--- config.mk ---
export PLATFORM = sky130hd
export DESIGN_NAME = kes_solver
export DESIGN_NICKNAME = d
export VERILOG_FILES = /design/src/hdl/kes_pkg.sv /design/src/hdl/kes_solver.sv
export SDC_FILE = /design/constraint.sdc
export NUM_CORES = 1
export LEC_CHECK = 0
export BUFFER_PORTS_ARGS = -buffer_cell sky130_fd_sc_hd__buf_2
export CORE_UTILIZATION = 33
export DETAILED_ROUTE_END_ITERATION = 10
export GPL_TIMING_DRIVEN = 0
export SLEW_MARGIN = 20
export SYNTH_ARGS = -nofsm -noshare
export SYNTH_HDL_FRONTEND = slang
export SYNTH_SLANG_ARGS = --single-unit
--- constraint.sdc ---
create_clock -name clk -period 3.1 [get_ports clk]
set_input_delay 0 -clock clk [delete_from_list [all_inputs] [get_ports clk]]
set_output_delay 0 -clock clk [all_outputs]
set_load 0.005 [all_outputs]
--- src/hdl/kes_pkg.sv ---
// Constants, types and field arithmetic for the binary key equation solver.
// Assumes an upstream syndrome source and a downstream locator evaluation stage.
//
// Overview of operation
// RULE_01 - On go, copy the syndrome coefficients into the V polynomial registers.
// RULE_02 - Compute locator L(x) and its degree by modified Berlekamp-Massey iteration.
// RULE_03 - Each codeword starts with L(x) = 1 and V(x) = S(x).
// RULE_04 - Auxiliary aL(x), aV(x) start equal to L(x), V(x).
// RULE_05 - Both pairs keep S*L = V and S*aL = aV modulo x^2t.
// RULE_06 - Every second discrepancy is zero for binary codes; those steps are skipped.
// RULE_07 - Iteration j examines V coefficient j; j starts at zero with S1.
// RULE_08 - A nonzero discrepancy modifies L(x) and raises its degree when required.
// RULE_09 - Two-way mode makes two coefficients of each of L, aL, V, aV per cycle.
// RULE_10 - When finished, raise the result pending flag for the next stage.
// RULE_11 - Results held while pending; downstream takes them and clears the flag.
// RULE_12 - Control keeps an iteration index and a coefficient group index.
// RULE_13 - Locator degree starts at zero per codeword and only grows as needed.
// RULE_14 - Locator degree unequal to corrected error count marks codeword uncorrectable.
// RULE_15 - Branch inputs change only at the end of each full polynomial iteration.
// RULE_16 - Two-way latency scales as capability times actual errors plus overhead.
// RULE_17 - Fully parallel setting updates all coefficients at once, parallelism 2t.
// RULE_18 - Upstream gives go as one-cycle pulse, syndrome stable, never while pending.

package kes_pkg;

    // ************************************************************
    // sizes
    // ************************************************************
    localparam int M      = 8;
    localparam int T_CAP  = 4;
    localparam int N2     = 2 * T_CAP;
    // 2 gives the two-way solver; N2 gives the fully parallel one
    localparam int LANES  = 2;
    localparam int GROUPS = N2 / LANES;

    localparam logic [7:0] GF_POLY    = 8'h1D;
    localparam logic [7:0] ELEM_ONE   = 8'h01;
    localparam logic [7:0] ELEM_ZERO  = 8'h00;
    localparam logic [3:0] DEG_RESET  = 4'h0;
    localparam logic [3:0] J_RESET    = 4'h0;
    localparam logic [3:0] J_STEP     = 4'h2;
    localparam logic [3:0] J_LAST     = 4'h8;
    localparam logic [1:0] GRP_TOP    = 2'(GROUPS - 1);
    localparam logic [1:0] GRP_BOTTOM = 2'h0;

    // ************************************************************
    // types
    // ************************************************************
    typedef logic [M-1:0] kes_elem_t;
    typedef kes_elem_t [N2-1:0] kes_poly_t;

    typedef struct packed {
        kes_elem_t [T_CAP:0] loc;
        logic [3:0]          deg;
    } kes_result_t;

    // ************************************************************
    // field multiply
    // ************************************************************
    function automatic kes_elem_t kes_gf_mul(input kes_elem_t a, input kes_elem_t b);
        kes_elem_t p;
        kes_elem_t s;
        p = ELEM_ZERO;
        s = a;
        for (int k = 0; k < M; k++) begin
            if (b[k]) begin
                p = p ^ s;
            end
            s = s[M-1] ? ({s[M-2:0], 1'b0} ^ GF_POLY) : {s[M-2:0], 1'b0};
        end
        return p;
    endfunction : kes_gf_mul

endpackage : kes_pkg

--- src/hdl/kes_solver.sv ---
// Coefficient-serial key equation solver for binary BCH decoding.
// Assumes go is a one-cycle pulse with the syndrome stable, and that take
// is pulsed by the downstream stage once it has copied the result.
`timescale 1ns/1ps
`default_nettype none

module kes_solver (
    input  wire logic             clk,
    input  wire logic             rstn,
    input  wire logic             go,
    input  wire kes_pkg::kes_poly_t syndrome,
    input  wire logic             take,
    input  wire logic [3:0]       corr_count,
    input  wire logic             corr_count_valid,
    output logic                  result_pending_flag,
    output kes_pkg::kes_result_t  result,
    output logic                  uncorrectable
);

    // ************************************************************
    // state
    // ************************************************************
    typedef enum logic [1:0] {ST_IDLE, ST_BRANCH, ST_UPDATE, ST_FULL} kes_state_t;

    kes_state_t         state;
    kes_pkg::kes_poly_t loc;
    kes_pkg::kes_poly_t aux_loc;
    kes_pkg::kes_poly_t val;
    kes_pkg::kes_poly_t aux_val;
    logic [3:0]         locator_degree;
    logic [3:0]         iter_j;
    logic [1:0]         grp_i;
    kes_pkg::kes_elem_t delta;
    kes_pkg::kes_elem_t gamma;
    logic               swap;
    logic [3:0]         taken_degree;

    // ************************************************************
    // decode
    // ************************************************************
    wire logic               start   = go && (state == ST_IDLE);
    wire kes_pkg::kes_elem_t disc    = val[iter_j[2:0]];
    wire logic               raise   = (disc != kes_pkg::ELEM_ZERO)
                                       && ({locator_degree, 1'b0} <= {1'b0, iter_j});
    wire logic [3:0]         next_j  = iter_j + kes_pkg::J_STEP;
    wire logic               last_it = (next_j == kes_pkg::J_LAST);
    wire logic [3:0]         next_deg = iter_j + 4'h1 - locator_degree;
    wire logic               grp_end = (grp_i == kes_pkg::GRP_BOTTOM);

    // shifted copies: in-place update from the top group down means lower
    // coefficients read here are still those of the previous iteration
    wire kes_pkg::kes_poly_t loc_x1  = {loc[kes_pkg::N2-2:0], kes_pkg::ELEM_ZERO};
    wire kes_pkg::kes_poly_t val_x1  = {val[kes_pkg::N2-2:0], kes_pkg::ELEM_ZERO};
    wire kes_pkg::kes_poly_t aloc_x1 = {aux_loc[kes_pkg::N2-2:0], kes_pkg::ELEM_ZERO};
    wire kes_pkg::kes_poly_t aval_x1 = {aux_val[kes_pkg::N2-2:0], kes_pkg::ELEM_ZERO};
    wire kes_pkg::kes_poly_t aloc_x2 = {aux_loc[kes_pkg::N2-3:0], {2{kes_pkg::ELEM_ZERO}}};
    wire kes_pkg::kes_poly_t aval_x2 = {aux_val[kes_pkg::N2-3:0], {2{kes_pkg::ELEM_ZERO}}};

    // ************************************************************
    // coefficient lanes
    // ************************************************************
    logic [2:0]         lane_idx  [kes_pkg::LANES];
    kes_pkg::kes_elem_t lane_loc  [kes_pkg::LANES];
    kes_pkg::kes_elem_t lane_aloc [kes_pkg::LANES];
    kes_pkg::kes_elem_t lane_val  [kes_pkg::LANES];
    kes_pkg::kes_elem_t lane_aval [kes_pkg::LANES];

    genvar ln;
    generate
        for (ln = 0; ln < kes_pkg::LANES; ln++) begin : g_lane
            assign lane_idx[ln]  = 3'(int'(grp_i) * kes_pkg::LANES + ln); // RULE_12
            // L' = gamma*L + delta*x*aL, same map on V keeps both key equations
            assign lane_loc[ln]  = kes_pkg::kes_gf_mul(gamma, loc[lane_idx[ln]])
                                 ^ kes_pkg::kes_gf_mul(delta, aloc_x1[lane_idx[ln]]); // RULE_02
            assign lane_val[ln]  = kes_pkg::kes_gf_mul(gamma, val[lane_idx[ln]])
                                 ^ kes_pkg::kes_gf_mul(delta, aval_x1[lane_idx[ln]]); // RULE_05
            // odd step has zero discrepancy, so aux gets one more shift per pass
            assign lane_aloc[ln] = swap ? loc_x1[lane_idx[ln]] : aloc_x2[lane_idx[ln]]; // RULE_06
            assign lane_aval[ln] = swap ? val_x1[lane_idx[ln]] : aval_x2[lane_idx[ln]];
        end
    endgenerate

    // ************************************************************
    // sequencer
    // ************************************************************
    always_ff @(posedge clk or negedge rstn) begin
        if (!rstn) begin
            state <= ST_IDLE;
        end else begin
            unique case (state)
                ST_IDLE: begin
                    if (start) begin
                        state <= ST_BRANCH;
                    end
                end
                ST_BRANCH: begin
                    if (raise || disc != kes_pkg::ELEM_ZERO) begin
                        state <= ST_UPDATE;
                    end else if (last_it) begin
                        state <= ST_FULL; // RULE_10
                    end
                end
                ST_UPDATE: begin
                    if (grp_end) begin
                        state <= last_it ? ST_FULL : ST_BRANCH;
                    end
                end
                ST_FULL: begin
                    if (take) begin
                        state <= ST_IDLE; // RULE_11
                    end
                end
            endcase
        end
    end

    assign result_pending_flag = (state == ST_FULL);
    assign result              = '{loc: loc[kes_pkg::T_CAP:0], deg: locator_degree};

    // ************************************************************
    // branch section and indices
    // ************************************************************
    always_ff @(posedge clk or negedge rstn) begin
        if (!rstn) begin
            iter_j         <= kes_pkg::J_RESET;
            grp_i          <= kes_pkg::GRP_TOP;
            delta          <= kes_pkg::ELEM_ZERO;
            gamma          <= kes_pkg::ELEM_ONE;
            swap           <= 1'b0;
            locator_degree <= kes_pkg::DEG_RESET;
        end else if (start) begin
            iter_j         <= kes_pkg::J_RESET; // RULE_07
            grp_i          <= kes_pkg::GRP_TOP;
            gamma          <= kes_pkg::ELEM_ONE;
            locator_degree <= kes_pkg::DEG_RESET; // RULE_13
        end else if (state == ST_BRANCH) begin
            delta <= disc; // RULE_15
            swap  <= raise;
            grp_i <= kes_pkg::GRP_TOP;
            if (disc == kes_pkg::ELEM_ZERO && !last_it) begin
                iter_j <= next_j; // RULE_06
            end
        end else if (state == ST_UPDATE) begin
            grp_i <= grp_i - 2'h1; // RULE_09
            if (grp_end) begin
                iter_j <= last_it ? iter_j : next_j;
                if (swap) begin
                    gamma          <= delta;
                    locator_degree <= next_deg; // RULE_08
                end
            end
        end
    end

    // ************************************************************
    // polynomial registers
    // ************************************************************
    always_ff @(posedge clk or negedge rstn) begin
        if (!rstn) begin
            loc     <= '0;
            aux_loc <= '0;
            val     <= '0;
            aux_val <= '0;
        end else if (start) begin
            loc     <= kes_pkg::kes_poly_t'(kes_pkg::ELEM_ONE); // RULE_03
            aux_loc <= kes_pkg::kes_poly_t'(kes_pkg::ELEM_ONE); // RULE_04
            val     <= syndrome; // RULE_01
            aux_val <= syndrome;
        end else if (state == ST_BRANCH && disc == kes_pkg::ELEM_ZERO) begin
            aux_loc <= aloc_x2; // RULE_16
            aux_val <= aval_x2;
        end else if (state == ST_UPDATE) begin
            for (int k = 0; k < kes_pkg::LANES; k++) begin
                loc[lane_idx[k]]     <= lane_loc[k]; // RULE_17
                aux_loc[lane_idx[k]] <= lane_aloc[k];
                val[lane_idx[k]]     <= lane_val[k];
                aux_val[lane_idx[k]] <= lane_aval[k];
            end
        end
    end

    // ************************************************************
    // degree check against corrected count
    // ************************************************************
    // the degree is kept from take onward, since the solver may move on
    always_ff @(posedge clk or negedge rstn) begin
        if (!rstn) begin
            taken_degree  <= kes_pkg::DEG_RESET;
            uncorrectable <= 1'b0;
        end else begin
            if (state == ST_FULL && take) begin
                taken_degree <= locator_degree;
            end
            uncorrectable <= corr_count_valid && (corr_count != taken_degree); // RULE_14
        end
    end

    // ************************************************************
    // checks
    // ************************************************************
    load_syn_a: assert property (@(posedge clk) disable iff (!rstn) // RULE_01
        start |=> val == $past(syndrome))
        else $error("syndrome not loaded into V");
    init_loc_a: assert property (@(posedge clk) disable iff (!rstn) // RULE_03
        start |=> loc == kes_pkg::kes_poly_t'(kes_pkg::ELEM_ONE) && locator_degree == 4'h0)
        else $error("locator not reset to one");
    aux_init_a: assert property (@(posedge clk) disable iff (!rstn) // RULE_04
        start |=> aux_loc == loc && aux_val == val)
        else $error("aux polynomials not equal to main");
    disc_pick_a: assert property (@(posedge clk) disable iff (!rstn) // RULE_07
        state == ST_BRANCH |=> delta == $past(val[iter_j[2:0]]))
        else $error("wrong discrepancy coefficient");
    zero_skip_a: assert property (@(posedge clk) disable iff (!rstn) // RULE_06
        state == ST_BRANCH && disc == 8'h00 |=> state != ST_UPDATE)
        else $error("zero discrepancy not skipped");
    deg_grow_a: assert property (@(posedge clk) disable iff (!rstn) // RULE_13
        !start |=> locator_degree >= $past(locator_degree))
        else $error("locator degree fell");
    pend_hold_a: assert property (@(posedge clk) disable iff (!rstn) // RULE_11
        result_pending_flag && !take |=> result_pending_flag && $stable(result))
        else $error("result not held while pending");
    pend_set_a: assert property (@(posedge clk) disable iff (!rstn) // RULE_10
        $rose(result_pending_flag) |-> iter_j == 4'h6 && !$past(start))
        else $error("pending raised before last iteration");
    branch_hold_a: assert property (@(posedge clk) disable iff (!rstn) // RULE_15
        state == ST_UPDATE && $past(state) == ST_UPDATE |-> $stable(delta) && $stable(swap))
        else $error("branch inputs changed mid iteration");
    update_len_a: assert property (@(posedge clk) disable iff (!rstn) // RULE_16
        state == ST_BRANCH ##1 state == ST_UPDATE |-> state == ST_UPDATE [*4] ##1 state != ST_UPDATE)
        else $error("update pass length wrong");
    uncorr_a: assert property (@(posedge clk) disable iff (!rstn) // RULE_14
        corr_count_valid && corr_count != taken_degree |=> uncorrectable)
        else $error("mismatch not flagged");

endmodule : kes_solver

`default_nettype wire

After elaboration in Yosys (flattened, before gate mapping). Cells that the tools add are included.

Word-level logic and storage cells: 331. Bits in registers: 290. Bits of input ports: 73. Output and inout bits: 46.

Add/subtract/negate cells: 5. Reductions and logical operators: 25. Bitwise operators: 75. Order comparisons: 6. Mux-type cells: 166. Eq/ne operators: 13.

Operators by type and width (number): $mux 64 (12); $mux 8 (92); $bwmux 64 (8); $xor 8x8->8 (60); $bmux 8 s3 (9); $bmux 8 s2 (8); $mux 5 (14); $not 4->4 (14); $mux 4 (11); $demux 8 s3 (1); $mux 2 (9); $demux 8 s2 (1); $lt 3x4->1 const B (3); $reduce_and 4->1 (3); $ne 2x2->1 const B (5); $reduce_bool 3->1 (3); $logic_and 1x1->1 (8); $logic_not 8->1 (1); $pmux 2 s4 (1); $reduce_bool 8->1 (1); $ge 3x1->1 const B (2); $ne 3x2->1 const B (2); $reduce_bool 2->1 (3); $le 5x4->1 (1); other kinds (15) (18).

Longest topological paths before layout.
Depth in word-level cells: 23. Depth in mapped cells: 13. Depth with buffers taken out: 9.

Worst setup path before layout. Ideal clock, no wire load.

Path kind: reg-to-reg. Start point: register grp_i[0]. End point: register state[0]. Path slack: 0.292 ns. Period minus slack after synthesis: 2.808 ns. Library setup time: 0.143 ns. Stages on the path, launching flop included: 12. Arrival: 2.665 ns. Buffers on the path: 6. Required time: 2.957 ns. Cell sequence: dfstp_2 buf_6 buf_6 buf_6 clkbuf_1 inv_1 ha_1 and2_1 clkbuf_1 nor3_1 clkbuf_1 o21ai_0.

Longest elaborated chain between the ends: 3.

RTL lines: from (decl) (line kes_solver.sv:32) `logic [1:0] grp_i;`; from (signal assigned) (line kes_solver.sv:126) `grp_i <= kes_pkg::GRP_TOP;`; from (signal assigned) (line kes_solver.sv:133) `grp_i <= kes_pkg::GRP_TOP;`; from (signal assigned) (line kes_solver.sv:139) `grp_i <= kes_pkg::GRP_TOP;`; $logic_not 2->1 (line kes_solver.sv:48) `wire logic grp_end = (grp_i == kes_pkg::GRP_BOTTOM);`; $ne 2x2->1 (no source line); $reduce_and 4->1 (no source line); to (signal assigned) (line kes_solver.sv:105) `state <= last_it ? ST_FULL : ST_BRANCH;`; to (decl) (line kes_solver.sv:25) `kes_state_t state;`.

No other way between the ends. A chain may end at the register's enable or synchronous reset.

Worst setup path after layout.
Start point: register grp_i[0]. End point: register val[55] (netlist bit).

Longest elaborated chain between the ends: 23. Elaborated cells between the ends (all ways): 86. Those cells by class: add/sub: 1; order compare: 4; mux: 49; bitwise: 30; reduce/logical: 2.

RTL lines: $add 3x1->3, or another cell as far along (line kes_solver.sv:71) `assign lane_idx[ln] = 3'(int'(grp_i) * kes_pkg::LANES + ln);`; $bmux 8 s3, or another cell as far along (line kes_solver.sv:75) `assign lane_val[ln] = kes_pkg::kes_gf_mul(gamma, val[lane_idx[ln]])`; $mux 8, on equally long branches (line kes_solver.sv:75, kes_solver.sv:76, kes_pkg.sv:66); $mux 8 or $xor 8x8->8 (tied branches) (line kes_pkg.sv:66, kes_pkg.sv:67); $xor 8x8->8 or $mux 8 (tied branches) (line kes_pkg.sv:67, kes_pkg.sv:66); $mux 8 or $xor 8x8->8 (tied branches) (line kes_pkg.sv:66, kes_pkg.sv:67); $xor 8x8->8 or $mux 8 (tied branches) (line kes_pkg.sv:67, kes_pkg.sv:66); $mux 8 or $xor 8x8->8 (tied branches) (line kes_pkg.sv:66, kes_pkg.sv:67); (+7 left out); $mux 8 or $xor 8x8->8 (tied branches) (line kes_pkg.sv:66, kes_pkg.sv:67); $xor 8x8->8 or $mux 8 (tied branches) (line kes_pkg.sv:67, kes_pkg.sv:66); $mux 8 or $xor 8x8->8 (tied branches) (line kes_pkg.sv:66, kes_solver.sv:76); $xor 8x8->8 or $bwmux 64 (tied branches) (line kes_solver.sv:76, kes_solver.sv:176); $bwmux 64 * (line kes_solver.sv:176) `val[lane_idx[k]] <= lane_val[k];`; $mux 64 * (line kes_solver.sv:172) `end else if (state == ST_UPDATE) begin`; $mux 64 * (line kes_solver.sv:169) `end else if (state == ST_BRANCH && disc == kes_pkg::ELEM_ZERO) begin`; $mux 64 * (line kes_solver.sv:164) `end else if (start) begin`; to (signal assigned) (line kes_solver.sv:167) `val <= syndrome;`; to (signal, indexed assignment) (line kes_solver.sv:176); to (decl) (line kes_solver.sv:28) `kes_pkg::kes_poly_t val;`.

Every way passes the cells marked *; elsewhere a longest branch is shown, timed or not. The select of a mux whose other input is x is not followed.

==> results.tsv <==
metric	value	unit
synth_area	17300	um^2
final_common_cell	nand2_1	
clkLatencyLatePin	0.57	ns
synthTopCellsByArea	dfrtp_1 (30%), xnor2_1 (15%), nand2_1 (9.7%)	
hold_viol	0	
cts_tree	done	
synth_seq_cells	209	
setup_viol	55	
drcViolationCount	0	
die_w	231	um
initial_core_util	33.6	%
io_pins	119	
fin_crit_sh	105	%
cap_viol_max_count	0	
vias	17200	
antenna_cells	0	
netlist_instances	2002	
first_pass_iters	6	
clock.fmax	307	MHz
fin_nets	2364	
synth-warning-count	0	
synth_edf_count	0	
rsz0062_at_grt	true	
place_ws	-1.29	ns
tns	-3.40	ns
core	51600	um^2
crit_type	reg2reg	
worst_slew_pin_slew	1.07	ns
grt_pass1_wl	113000	um
finClkSkew	0.0395	ns
synth_seq_area_share	30.2	%
relSlewSlack	28.4	%
synth_nets	2087	
io_buffers	110	
gp_congestion	0.987	
whs	0.0431	ns
min_period	3.26	ns
yosys.area.top_type_share	29.7	%
die_y	231	um
ant_nets	0	
antenna_found_initial	2	
drt_iter0_drc	2019	
yosysTopAreaCell	dfrtp_1	
post_dp_cell_area	18800	um^2
root_buffer	clkbuf_16	
n_fill_cell	5051	
clock-sinks	209	
cts_buffers	25	
avgSynthCellArea	8.66	um^2
mostFrequentLayoutCells	nand2_1 (437), xnor2_1 (258), dfrtp_1 (206), buf_2 (131), buf_4 (124)	
grt_pass1_vias	16600	
start_kind	flop	
wl	77900	um
die_area	53500	um^2
clockBufferDepth	3	
finalMaxSlewViolations	0	
yosys.cell_types.count	65	
final_layout_size_suffix_gt1_share	27.2	%
holdCritPathClass	in2async	
status	complete, but fails checks	
path_clk_slew	0.06	ns
worstPathMaxFanout	10	
ys.flop_type	dfrtp_1	
rows	83	
arrival	3.67	ns
syn2layout_area_growth	28.4	%
wl_per_cell	26.2	um
async_flop_share	100	%
post-route-worst-setup-slack	-0.157	ns
overflow	0	
critPathCaptureType	flop	
vias_per_cell	5.78	
grt_max_degree	100	
fin_area	22300	um^2
dp_hpwl	54000	um
required	3.51	ns
htree_levels	1	
grt_use_total	28.7	%
violations	setup timing	
## metal layers
metal | wire length, um | share of wire, % | vias to the layer above | GRT usage (%)
li1 | - | - | 7317 | -
met1 | 30300 | 39 | 8547 | 36.9
met2 | 35300 | 45 | 1059 | 45.2
met3 | 7250 | 9.3 | 263 | 5.22
met4 | 5050 | 6.5 | 0 | 16.5
met5 | 0 | 0 | - | 0
## per-stage QoR
step                      utilization, %  cells
after detailed placement            36.4   2794
after global routing                43.1   2974
after CTS                           42.0   2955
after global placement              36.3   2792
after floorplan                        -   2002
final                               43.1   2974
## worst paths after layout
kind / cells past startpoint / from / to / slack, ns
max: 12 / grp_i[0] / val[55] / -0.16
min: 3 / rstn / val[52] / 0.04
max reg2reg: 12 / grp_i[0] / val[55] / -0.16
min reg2reg: 2 / loc[53] / loc[53] / 0.48
max in group asynchronous: 3 / rstn / val[33] / 1.76
min in group clk: 3 / take / state[0] / 0.23
## flip-flops by register name, summed over array words and instances (netlist names)
register and count:
grp_i 2, gamma 8, taken_degree 4, aloc_x1 56
result 40, locator_degree 4, state 2, iter_j 3
uncorrectable 1, val 32, swap 1, aux_val 24
delta 8, loc 24
## cells by family (layout without fill, tap and decap cells)
kind of cell / Yosys count / in the layout / share of synthesized area [%]
muxes: 124 / 125 / 11.0
xor gates and xnor gates: 404 / 404 / 21.4
other: 1 / 1 / 0.0216
buffers and inverters: 219 / 510 / 6.83
AOI/OAI and AO/OA: 448 / 448 / 16.5
adders and majority gates: 12 / 12 / 0.909
and+or+nand+nor: 585 / 585 / 13.2
DFF: 209 / 209 / 30.2
## synth_stat cells, drive strengths merged, types with 6 or more instances
library cell and instances:
nand2 450, xnor2 313, dfrtp 206, o21ai 173, buf 136, xor2 90, a21oi 89, nor2 88
clkbuf 67, a22oi 60, mux4 48, mux2i 39, mux2 37, a22o 34, o22ai 23, inv 16
nand3 13, o211ai 12, ha 11, o2bb2ai 11, o221a 10, nor3 9, a211oi 6
## cell type report
| cell class | count | area [um^2] | share of cell area [%] |
|---|---|---|---|
| inverter | 16 | 63.8 | 0.287 |
| tap | 680 | 851 | 3.82 |
| multi-input combinational | 1575 | 11800 | 53.0 |
| sequential | 209 | 5230 | 23.5 |
| timing repair buffer | 262 | 2180 | 9.80 |
| clock buffer | 37 | 711 | 3.19 |
| buffer | 190 | 1370 | 6.15 |
| clock inverter | 5 | 58.8 | 0.264 |
## worst max-delay path, stage by stage (launching register included)
cell     delay [ns]
dfstp_2        0.56
buf_12         0.16
buf_12         0.13
buf_12         0.12
buf_12         0.11
mux4_2         0.53
buf_6          0.18
mux2_2         0.27
a22oi_2        0.30
xnor2_1        0.19
xnor2_1        0.14
xnor2_2        0.29
o21ai_0        0.12
## timing repair
action | CTS | global route
gates resized for setup | 178 | 128
setup endpoints to repair | 186 | 164
setup buffers | 63 | 21
endpoints found under the hold margin | 170 | 0
hold buffers | 62 | 0
cloned | 5 | 0
pin swaps | 53 | 46
Power is left out: the tool's default activity adds up to more than one toggle a clock period on the data nets, which glitch-free logic cannot reach.
